$ cat src/verilog/dal_regs.svh
/*
 Constants of the debug access lock: timing counts, protection codes,
 link frame positions and port register indices.
 Assumes nothing; definitions only.
*/
`ifndef DAL_REGS_SVH
`define DAL_REGS_SVH

// checks after reset before the port may open
`define DAL_EVAL_CYCLES   4
// consecutive high bits that resynchronise the link
`define DAL_LINE_RST_BITS 50

// protection code held in flash
`define DAL_PROT_OPEN     2'h0
`define DAL_PROT_PROT     2'h1
`define DAL_PROT_KILL     2'h2

`define DAL_ACK_OK        3'h1

// debug port (apndp = 0) register indices
`define DAL_DP_ID         2'h0
`define DAL_DP_STAT       2'h1
`define DAL_DP_ERASE      2'h2
// access port (apndp = 1) register indices
`define DAL_AP_SEL        2'h0
`define DAL_AP_CMP        2'h1
`define DAL_AP_EN         2'h2
`define DAL_AP_HIT        2'h3

`define DAL_ERASE_KEY     32'hE5A5_0F0F

// link clock edges counted after the header's park bit
`define DAL_WD_FIRST      6'h06
`define DAL_RSP_END       6'h26
`define DAL_RD_LAST       6'h24
`define DAL_WR_LAST       6'h03

`endif

$ cat src/verilog/dal_pkg.sv
/*
 Types of the debug access lock.
 Assumes nothing of its surroundings.
*/
package dal_pkg;

typedef enum logic [1:0] {LK_EVAL, LK_OPEN, LK_PROT, LK_KILL} dal_lock_t;
typedef enum logic [1:0] {LN_IDLE, LN_HDR, LN_RESP} dal_link_t;
typedef enum logic [1:0] {RV_OFF, RV_ERASED, RV_CLEARED} dal_rcv_t;

endpackage

$ cat src/verilog/dal_access_lock.sv
/*
 Debug access lock: gates the two-wire debug port by firmware debug
 enable and flash protection state, and holds the breakpoint and
 watchpoint comparators reached through that port.
 Assumes flash, processor and this block share ref_clk; only the probe
 pins are asynchronous.
*/
// Notes on behaviour
// - Debug comes out of reset enabled with no firmware action.
// - Only processor code can switch debug off, never the probe.
// - Debug returns only after full erase, protection clear, then firmware enable.
// - The kill setting shuts every external interface for good.
// - Under kill no programming, debug or test access is answered.
// - When open, the serial port reaches every debug function.
// - The link is two-wire serial, probe drives it by the serial wire protocol.
// - Four address breakpoint and two data watchpoint comparators sit behind the port.
// - A blank part is unprotected with free debug access.
// - Protected blocks debug and returns to open only after full erase; comparators set while open still flag hits while debug stays enabled.
// - Kill blocks all debug and refuses external erase, so it is never left; comparators set while open still flag hits while debug stays enabled.
`timescale 1ns/100ps
`default_nettype none
`include "dal_regs.svh"

module dal_access_lock #(
    parameter int          NUM_BP  = 4,
    parameter int          NUM_WP  = 2,
    parameter logic [31:0] PORT_ID = 32'h0A5C_0001 // arbitrary value
) (
    // clock and reset
    input  wire logic            ref_clk,
    input  wire logic            resetn,
    // probe pins
    input  wire logic            swclk,
    input  wire logic            swdio_in,
    output logic                 swdio_out,
    output logic                 swdio_oe,
    // processor
    input  wire logic            cpu_dbg_off,
    input  wire logic            cpu_dbg_on,
    input  wire logic            cpu_set_prot,
    input  wire logic            cpu_set_kill,
    input  wire logic [31:0]     cpu_pc,
    input  wire logic [31:0]     cpu_daddr,
    input  wire logic            cpu_daddr_vld,
    // flash
    input  wire logic [1:0]      nv_prot,
    input  wire logic            erase_done,
    input  wire logic            prot_cleared,
    output logic                 erase_req,
    // status
    output var dal_pkg::dal_lock_t lock_state,
    output logic                 dbg_enabled,
    output logic                 port_open,
    output logic                 ext_if_off,
    output logic [NUM_BP-1:0]    bp_hit,
    output logic [NUM_WP-1:0]    wp_hit
);
    import dal_pkg::*;

    localparam int NCMP   = NUM_BP + NUM_WP;
    localparam int EV_MAX = `DAL_EVAL_CYCLES + 1;

    logic             rise;
    logic             fall;
    logic             bit_v;
    logic             line_rst;
    dal_lock_t        lock_q;
    logic [2:0]       eval_q;
    logic             dbg_en_q;
    dal_rcv_t         rcv_q;
    dal_link_t        link_q;
    logic [7:0]       hdr_sh;
    logic [2:0]       hcnt;
    logic [5:0]       rcnt;
    logic [5:0]       fcnt;
    logic             apndp_q;
    logic             rnw_q;
    logic [1:0]       a_q;
    logic [35:0]      tx_sh;
    logic [32:0]      wd_sh;
    logic [2:0]       sel_q;
    logic [NCMP-1:0]  cmp_en_q;
    logic [31:0]      cmp_q [NCMP];
    logic [NCMP-1:0]  hit_q;
    wire  [NCMP-1:0]  match;

    dal_swd_phy u_phy (
        .ref_clk  (ref_clk),
        .resetn   (resetn),
        .swclk    (swclk),
        .swdio_in (swdio_in),
        .rise_stb (rise),
        .fall_stb (fall),
        .bit_val  (bit_v),
        .line_rst (line_rst)
    );

    // protection state, read from flash once the checks run out
    always_ff @(posedge ref_clk) begin
        if (!resetn) begin
            lock_q <= LK_EVAL;
            eval_q <= 3'h0;
        end else begin
            case (lock_q)
                LK_EVAL: begin
                    eval_q <= eval_q + 3'h1;
                    if (eval_q == 3'(`DAL_EVAL_CYCLES - 1)) begin
                        if (nv_prot == `DAL_PROT_KILL)
                            lock_q <= LK_KILL;
                        else if (nv_prot == `DAL_PROT_PROT)
                            lock_q <= LK_PROT;
                        else
                            lock_q <= LK_OPEN;
                    end
                end
                LK_OPEN: begin
                    if (cpu_set_kill)
                        lock_q <= LK_KILL;
                    else if (cpu_set_prot)
                        lock_q <= LK_PROT;
                end
                LK_PROT: if (erase_done) lock_q <= LK_OPEN;
                LK_KILL: lock_q <= LK_KILL;
                default: lock_q <= LK_EVAL;
            endcase
        end
    end

    // firmware debug enable and its recovery steps
    always_ff @(posedge ref_clk) begin
        if (!resetn) begin
            dbg_en_q <= 1'b1;
            rcv_q    <= RV_OFF;
        end else if (dbg_en_q) begin
            rcv_q <= RV_OFF;
            if (cpu_dbg_off)
                dbg_en_q <= 1'b0;
        end else if (erase_done) begin
            rcv_q <= RV_ERASED;
        end else begin
            case (rcv_q)
                RV_ERASED:
                    if (prot_cleared && lock_q == LK_OPEN)
                        rcv_q <= RV_CLEARED;
                RV_CLEARED:
                    if (cpu_dbg_on) begin
                        dbg_en_q <= 1'b1;
                        rcv_q    <= RV_OFF;
                    end
                default: rcv_q <= rcv_q;
            endcase
        end
    end

    assign port_open   = (lock_q == LK_OPEN) && dbg_en_q;
    assign ext_if_off  = (lock_q == LK_KILL);
    assign lock_state  = lock_q;
    assign dbg_enabled = dbg_en_q;

    // header: start, apndp, rnw, a2, a3, parity, stop, park
    logic [7:0]  hdr_n;
    logic        hdr_ok;
    logic        erase_hdr;
    logic        take;
    logic [5:0]  rn;
    logic [32:0] wd_n;
    logic        wr_fire;
    logic [31:0] rdata;
    logic        shut_nx;

    assign hdr_n     = {bit_v, hdr_sh[7:1]};
    assign hdr_ok    = hdr_n[0] & ~hdr_n[6] & hdr_n[7]
                     & ((^hdr_n[4:1]) == hdr_n[5]);
    assign erase_hdr = ~hdr_n[1] & ~hdr_n[2]
                     & (hdr_n[4:3] == `DAL_DP_ERASE);
    // locked parts still take the erase command, except under kill
    assign take      = hdr_ok & (port_open | (erase_hdr
                     & (lock_q == LK_OPEN || lock_q == LK_PROT)));
    assign rn        = rcnt + 6'h01;
    assign wd_n      = {bit_v, wd_sh[32:1]};
    assign wr_fire   = (link_q == LN_RESP) && rise && !rnw_q
                     && (rn == `DAL_RSP_END) && !line_rst
                     && ((^wd_n[31:0]) == wd_n[32])
                     && (lock_q != LK_KILL);
    // lock leaves open, or evaluation ends in kill, on this edge: the frame
    // goes with it, so no answer outlives the state that allowed it
    assign shut_nx   = (lock_q == LK_OPEN && (cpu_set_kill || cpu_set_prot))
                     || (lock_q == LK_EVAL && nv_prot == `DAL_PROT_KILL
                         && eval_q == 3'(`DAL_EVAL_CYCLES - 1));

    always_comb begin
        rdata = 32'h0;
        if (!hdr_n[1]) begin
            case (hdr_n[4:3])
                `DAL_DP_ID:   rdata = PORT_ID;
                `DAL_DP_STAT: rdata = {27'h0, rcv_q, lock_q, dbg_en_q};
                default:      rdata = 32'h0;
            endcase
        end else begin
            case (hdr_n[4:3])
                `DAL_AP_SEL: rdata = {29'h0, sel_q};
                `DAL_AP_CMP:
                    if (32'(sel_q) < NCMP)
                        rdata = cmp_q[sel_q];
                `DAL_AP_EN:  rdata = 32'(cmp_en_q);
                default:     rdata = 32'(hit_q);
            endcase
        end
    end

    // frame sequencing on link clock rises
    always_ff @(posedge ref_clk) begin
        if (!resetn) begin
            link_q  <= LN_IDLE;
            hdr_sh  <= 8'h00;
            hcnt    <= 3'h0;
            rcnt    <= 6'h00;
            apndp_q <= 1'b0;
            rnw_q   <= 1'b0;
            a_q     <= 2'h0;
            wd_sh   <= 33'h0;
        end else if (line_rst || lock_q == LK_KILL || shut_nx) begin
            link_q <= LN_IDLE;
        end else begin
            case (link_q)
                LN_IDLE:
                    if (rise && bit_v) begin
                        hdr_sh <= hdr_n;
                        hcnt   <= 3'h1;
                        link_q <= LN_HDR;
                    end
                LN_HDR:
                    if (rise) begin
                        hdr_sh <= hdr_n;
                        hcnt   <= hcnt + 3'h1;
                        if (hcnt == 3'h7) begin
                            link_q  <= take ? LN_RESP : LN_IDLE;
                            rcnt    <= 6'h00;
                            apndp_q <= hdr_n[1];
                            rnw_q   <= hdr_n[2];
                            a_q     <= hdr_n[4:3];
                        end
                    end
                LN_RESP:
                    if (rise) begin
                        rcnt <= rn;
                        if (rn >= `DAL_WD_FIRST)
                            wd_sh <= wd_n;
                        if (rn == `DAL_RSP_END)
                            link_q <= LN_IDLE;
                    end
                default: link_q <= LN_IDLE;
            endcase
        end
    end

    // device drives on link clock falls so the probe samples on rises
    always_ff @(posedge ref_clk) begin
        if (!resetn) begin
            swdio_out <= 1'b0;
            swdio_oe  <= 1'b0;
            fcnt      <= 6'h00;
            tx_sh     <= 36'h0;
        end else if (link_q == LN_HDR && rise && hcnt == 3'h7 && take) begin
            tx_sh    <= {^rdata, rdata, `DAL_ACK_OK};
            fcnt     <= 6'h00;
            swdio_oe <= 1'b0;
        end else if (link_q != LN_RESP || line_rst || lock_q == LK_KILL
                     || shut_nx) begin
            swdio_oe <= 1'b0;
        end else if (fall) begin
            fcnt <= fcnt + 6'h01;
            if (fcnt != 6'h00 && fcnt <= (rnw_q ? `DAL_RD_LAST
                                                : `DAL_WR_LAST)) begin
                swdio_oe  <= 1'b1;
                swdio_out <= tx_sh[0];
                tx_sh     <= {1'b0, tx_sh[35:1]};
            end else begin
                swdio_oe <= 1'b0;
            end
        end
    end

    // probe erase command
    always_ff @(posedge ref_clk) begin
        if (!resetn)
            erase_req <= 1'b0;
        else
            erase_req <= wr_fire && !apndp_q && a_q == `DAL_DP_ERASE
                      && wd_n[31:0] == `DAL_ERASE_KEY
                      && !cpu_set_kill;
    end

    // comparator set-up through the access port
    always_ff @(posedge ref_clk) begin
        if (!resetn) begin
            sel_q    <= 3'h0;
            cmp_en_q <= '0;
            for (int i = 0; i < NCMP; i++)
                cmp_q[i] <= 32'h0;
        end else if (wr_fire && apndp_q && port_open) begin
            case (a_q)
                `DAL_AP_SEL: sel_q <= wd_n[2:0];
                `DAL_AP_CMP:
                    if (32'(sel_q) < NCMP)
                        cmp_q[sel_q] <= wd_n[31:0];
                `DAL_AP_EN:  cmp_en_q <= wd_n[NCMP-1:0];
                default:     sel_q <= sel_q;
            endcase
        end
    end

    genvar gi;
    generate
        for (gi = 0; gi < NCMP; gi++) begin : g_cmp
            if (gi < NUM_BP) begin : g_bp
                assign match[gi] = cmp_en_q[gi] & (cpu_pc == cmp_q[gi]);
            end else begin : g_wp
                assign match[gi] = cmp_en_q[gi] & cpu_daddr_vld
                                 & (cpu_daddr == cmp_q[gi]);
            end
        end
    endgenerate

    // comparators go quiet with debug switched off
    always_ff @(posedge ref_clk) begin
        if (!resetn)
            hit_q <= '0;
        else
            hit_q <= dbg_en_q ? match : '0;
    end

    assign bp_hit = hit_q[NUM_BP-1:0];
    assign wp_hit = hit_q[NCMP-1:NUM_BP];
endmodule
`default_nettype wire

$ cat src/verilog/dal_swd_phy.sv
/*
 Link front end: synchronises the probe's clock and data pins to ref_clk,
 marks clock edges and spots a line reset.
 Assumes the link clock is far slower than ref_clk.
*/
`timescale 1ns/100ps
`default_nettype none
`include "dal_regs.svh"

module dal_swd_phy #(
    parameter int LRST = `DAL_LINE_RST_BITS
) (
    // clock and reset
    input  wire logic ref_clk,
    input  wire logic resetn,
    // pins
    input  wire logic swclk,
    input  wire logic swdio_in,
    // events
    output logic      rise_stb,
    output logic      fall_stb,
    output logic      bit_val,
    output logic      line_rst
);
    logic       ck_s1_q;
    logic       ck_s2_q;
    logic       ck_s3_q;
    logic       d_s1_q;
    logic       d_s2_q;
    logic [5:0] ones_q;

    always_ff @(posedge ref_clk) begin
        if (!resetn) begin
            ck_s1_q <= 1'b0;
            ck_s2_q <= 1'b0;
            ck_s3_q <= 1'b0;
            d_s1_q  <= 1'b0;
            d_s2_q  <= 1'b0;
        end else begin
            ck_s1_q <= swclk;
            ck_s2_q <= ck_s1_q;
            ck_s3_q <= ck_s2_q;
            d_s1_q  <= swdio_in;
            d_s2_q  <= d_s1_q;
        end
    end

    assign rise_stb = ck_s2_q & ~ck_s3_q;
    assign fall_stb = ~ck_s2_q & ck_s3_q;
    assign bit_val  = d_s2_q;

    // held from the last counted high bit until a low bit: the rest of
    // a long run keeps the link idle instead of reading as new headers
    assign line_rst = (ones_q == 6'(LRST));

    always_ff @(posedge ref_clk) begin
        if (!resetn) begin
            ones_q <= 6'h00;
        end else if (rise_stb) begin
            if (!d_s2_q)
                ones_q <= 6'h00;
            else if (ones_q != 6'(LRST))
                ones_q <= ones_q + 6'h01;
        end
    end

endmodule
`default_nettype wire
$ cat config.mk
export PLATFORM = sky130hd
export DESIGN_NAME = dal_access_lock
export DESIGN_NICKNAME = d
export VERILOG_FILES = /design/src/verilog/dal_pkg.sv /design/src/verilog/dal_access_lock.sv /design/src/verilog/dal_swd_phy.sv
export VERILOG_INCLUDE_DIRS = /design/src /design/src/verilog
export SDC_FILE = /design/constraint.sdc
export NUM_CORES = 1
export LEC_CHECK = 0
export BUFFER_PORTS_ARGS = -buffer_cell sky130_fd_sc_hd__buf_2
export CORE_UTILIZATION = 40
export CTS_CLUSTER_SIZE = 40
export DETAILED_ROUTE_END_ITERATION = 12
export HOLD_SLACK_MARGIN = 0.15
export SYNTH_ARGS = -nofsm -noshare
export SYNTH_HDL_FRONTEND = slang
export SYNTH_HIERARCHICAL = 1
export SYNTH_SLANG_ARGS = --single-unit
$ cat constraint.sdc
create_clock -name ref_clk -period 4.7 [get_ports ref_clk]
set_clock_uncertainty 0.2 [all_clocks]
set_input_delay 0 -clock ref_clk [delete_from_list [all_inputs] [get_ports ref_clk]]
set_output_delay 0 -clock ref_clk [all_outputs]
set_load 0.05 [all_outputs]
==> qor_table.md <==
| Quantity | Reported | Unit |
|---|---|---|
| Number of DRC violations after detailed routing | 0 | - |
| Clock Root Buffer | clkbuf_16 | - |
| Remaining Overflow, GRT | 0 | - |
| Crit-path cells | buf_4 > mux2i_1 > a2111oi_0 > a31oi_1 > xor2_1 > xnor2_1 > xnor2_1 > xnor2_1 > xnor3_1 > o21a_1 > nor2_1 | - |
| Setup slack of the worst register-to-register path | 570 | ps |
| Ratio of cells with drive above 1 in the final layout | 14.02 | % |
| Instance count of the mapped netlist | 1,704 | - |
| Number of instances resized during post-cts repair | 0 | - |
| Element type at the critical path start | flip-flop | - |
| RSZ-0062 raised after global routing | false | - |
| Routed wire length | 62,230 | um |
| Final Non-Filler Cells | 2,598 | - |
| First-iteration detailed-routing DRC count | 1,628 | - |
| Post-synthesis sequential element count | 392 | - |
| Maximum VDD drop | 0.3021 | mV |
| Type of the worst min-delay path | flip-flop to flip-flop | - |
| Max Fanout on Critical Path | 27 | - |
| Initial Utilization | 40.41 | % |
| Power per cell area | 351.2 | nW/um^2 |
| Library cells used by synthesis | 68 | - |
| Count of max-cap constraint violations | 0 | - |
| Leakage power of the design | 0.008412 | uW |
| Die span in x | 224.1 | um |
| Worst Min Path Start | u_phy/d_s1_q$_SDFF_PN0_ | - |
| Number of buffers created by CTS | 45 | - |
| Final Max Tran Viols | 0 | - |
| PnR Total Power | 8091 | uW |
| Vias | 14,137 | - |
| Most frequently used flop master after synthesis | edfxtp_1 | - |
| Clock slew at reported path FFs | 60 | ps |
| Synthesized cell area | 19,740 | sq um |
| Final antenna-violating net count | 0 | - |
| Clk sink count | 392 | - |
| H-tree levels | 2 | - |
| Share of synthesized area occupied by flip-flops and latches | 52.74 | % |
| Number of placed instances with taps included | 2,471 | - |
| Final Util | 47.16 | % |
| Crit Path Class | flip-flop to flip-flop | - |
| Post-DR wirelength/cell | 23.95 | um |
| Syn-to-layout area delta | 16.72 | % |
| Gate power share | 9.4 | % |
| Max Freq | 242.3 | MHz |
| Fraction of power spent switching nets | 25.21 | % |
| Share of flip-flops with an asynchronous set or reset | 0 | % |
| Sequential share of power | 48.2 | % |
| Final setup vio count | 0 | - |
| Total Die Area | 50,240 | sq um |
| Outcome | complete, no violations | - |
| Buffer depth of the longest clock path | 3 | - |
| Final setup TNS | 0 | ps |
| Most common cell after layout, fill and taps aside | nor2_1 | - |
| Pre-CTS setup slack | 687.7 | ps |
| I/O pin count | 91 | - |
| Most frequent cell on the critical path | xnor2_1 | - |
| Req. time, crit path | 5010 | ps |
| Nature of the critical path endpoint | flip-flop | - |
| Vias in the first global route | 13,900 | - |
| Clock insertion delay at the later pin of the skew report | 600 | ps |
| Yosys warnings | 6 | - |
| Proportion of power drawn by the clock network | 42.4 | % |
| Headroom to the max-slew limit | 25.16 | % |
| Vias/cell | 5.441 | - |
| Largest stage delay, worst path | 960 | ps |
| Global router's overall resource usage | 25.11 | % |
| Total of buffers placed on input and output ports | 90 | - |
| Number of antenna violations at the first check in global routing | 1 | - |
| Post-Syn Area per Cell | 11.58 | sq um |
| Pint | 6051 | uW |
| Fin worst setup slack | 572.2 | ps |
| Cell Rows | 81 | - |
| Post-synth EDFFs | 256 | - |
| Net Sw Power | 2040 | uW |
| Die height | 224.1 | um |
| Commonest cells after routing, fill and taps aside | 295 x nor2_1, 256 x edfxtp_1, 152 x xor2_1 | - |
| Share of the clock period used by the worst path | 87.83 | % |
| Routability-driven placement congestion ratio | 0.9818 | - |
| Core ar. | 48,850 | sq um |
| Slew at the pin with the worst max-slew slack | 1123 | ps |
| First-pass GRT wire length | 91,380 | um |
| Minimum clock period | 4128 | ps |
| Maximum number of pins on one net before global-route repair | 95 | - |
| Number of iterations in the first detailed-routing pass | 6 | - |
| Final net count | 2,018 | - |
| Clock tree from TritonCTS | done | - |
| HPWL after detailed placement | 45,370 | um |
| Final hold vios | 0 | - |
| Max stage delay cell, worst path | a2111oi_0 | - |
| Endpoint arrival time on the critical path | 4440 | ps |
==> power by group through the flow <==
stage / Combinational (uW) / Clock (uW) / Sequential [uW]
after floorplan: 386 / 0 / 3960
after global placement: 680 / 0 / 3960
after detailed placement: 683 / 0 / 3970
after CTS: 742 / 3470 / 3900
after global routing: 803 / 3610 / 3910
final: 762 / 3430 / 3900
==> kinds of logic after synthesis <==
kind of cell / synth area share (%)
AO/OA/AOI/OAI: 4.754
XOR/XNOR: 11.30
adder cells (fa/ha/maj): 2.853
buffers and inverters: 3.220
flip-flops: 52.74
multiplexers: 12.73
other: 0.01900
AND/OR/NAND/NOR: 12.39
==> critical path: cells and delay by family (launching register included) <==
family | cells | cell delay, ps
compound gates | 3 | 1430
mux | 1 | 180
xor+xnor | 5 | 1160
simple gates | 1 | 70
buf+inv | 1 | 390
flops | 1 | 640
==> path summary, 6_finish.rpt <==
kind | end | cells past startpoint
setup / recovery | tx_sh[35]$_SDFFE_PN0P_ | 11
hold reg to reg | u_phy/bit_val$_SDFF_PN0_ | 1
setup reg to reg | tx_sh[35]$_SDFFE_PN0P_ | 11
hold / removal | u_phy/bit_val$_SDFF_PN0_ | 1
==> final cells by class <==
type | instances | area [sq um]
Inverter | 75 | 281.5
Tap cell | 664 | 830.8
Multi-Input combinational cell | 1219 | 8972
Fill cell | 4553 | 25810
Antenna cell | 1 | 2.502
Timing Repair Buffer | 163 | 1116
Clock inverter | 25 | 187.7
Clock buffer | 59 | 1229
Sequential cell | 392 | 10420
==> sequential cells by signal (all words and copies together), names as in the netlist, 2 cells and up, named ones only <==
register      cells
cmp_q           256
tx_sh            36
wd_sh            32
hdr_sh            7
cmp_en_q          6
fcnt              6
hit_q             6
rcnt              6
u_phy/ones_q      6
eval_q            3
hcnt              3
sel_q             3
a_q               2
link_q            2
lock_state        2
rcv_q             2
==> stage by stage <==
step	cell area, sq um	hold WS (ps)
after floorplan	19970	-116.9
after global placement	21200	-4.044
after detailed placement	21200	-6.306
after CTS	23030	247.1
after global routing	23030	267.2
final	23040	245.3
==> what timing repair did <==
item	4_1_cts	5_1_grt
hold buffers	42	0
setup buffers	0	0
hold endpoints to repair	54	0
==> routing by layer <==
metal,up-vias,wire length (um),track usage [%],share of wire [%]
met5,-,0,0,0
met2,676,27520,38.24,44
li1,6381,-,-,-
met1,6956,26160,34.82,42
met3,124,5561,4.525,8.9
met4,0,2984,11.38,4.8
==> synthesized netlist by cell type, types with 10 or more instances <==
master    number  area share, %
ha_1          45            2.9
a31oi_1       10           0.32
o21ai_0       22           0.56
buf_2         13           0.33
mux4_2        59            6.7
a211oi_1      26           0.99
xor2_1       152            6.7
clkbuf_1      57            1.1
edfxtp_1     256             39
nor4_1        35            1.1
nand2_1       95            1.8
inv_1         74            1.4
nand4_1       33            1.0
dfxtp_1      136             14
mux2i_1      107            5.4
xnor2_1      100            4.4
nand3_1       15           0.38
a21oi_1       50            1.3
nor2_1       295            5.6
Power figures use the tool's default switching activity.
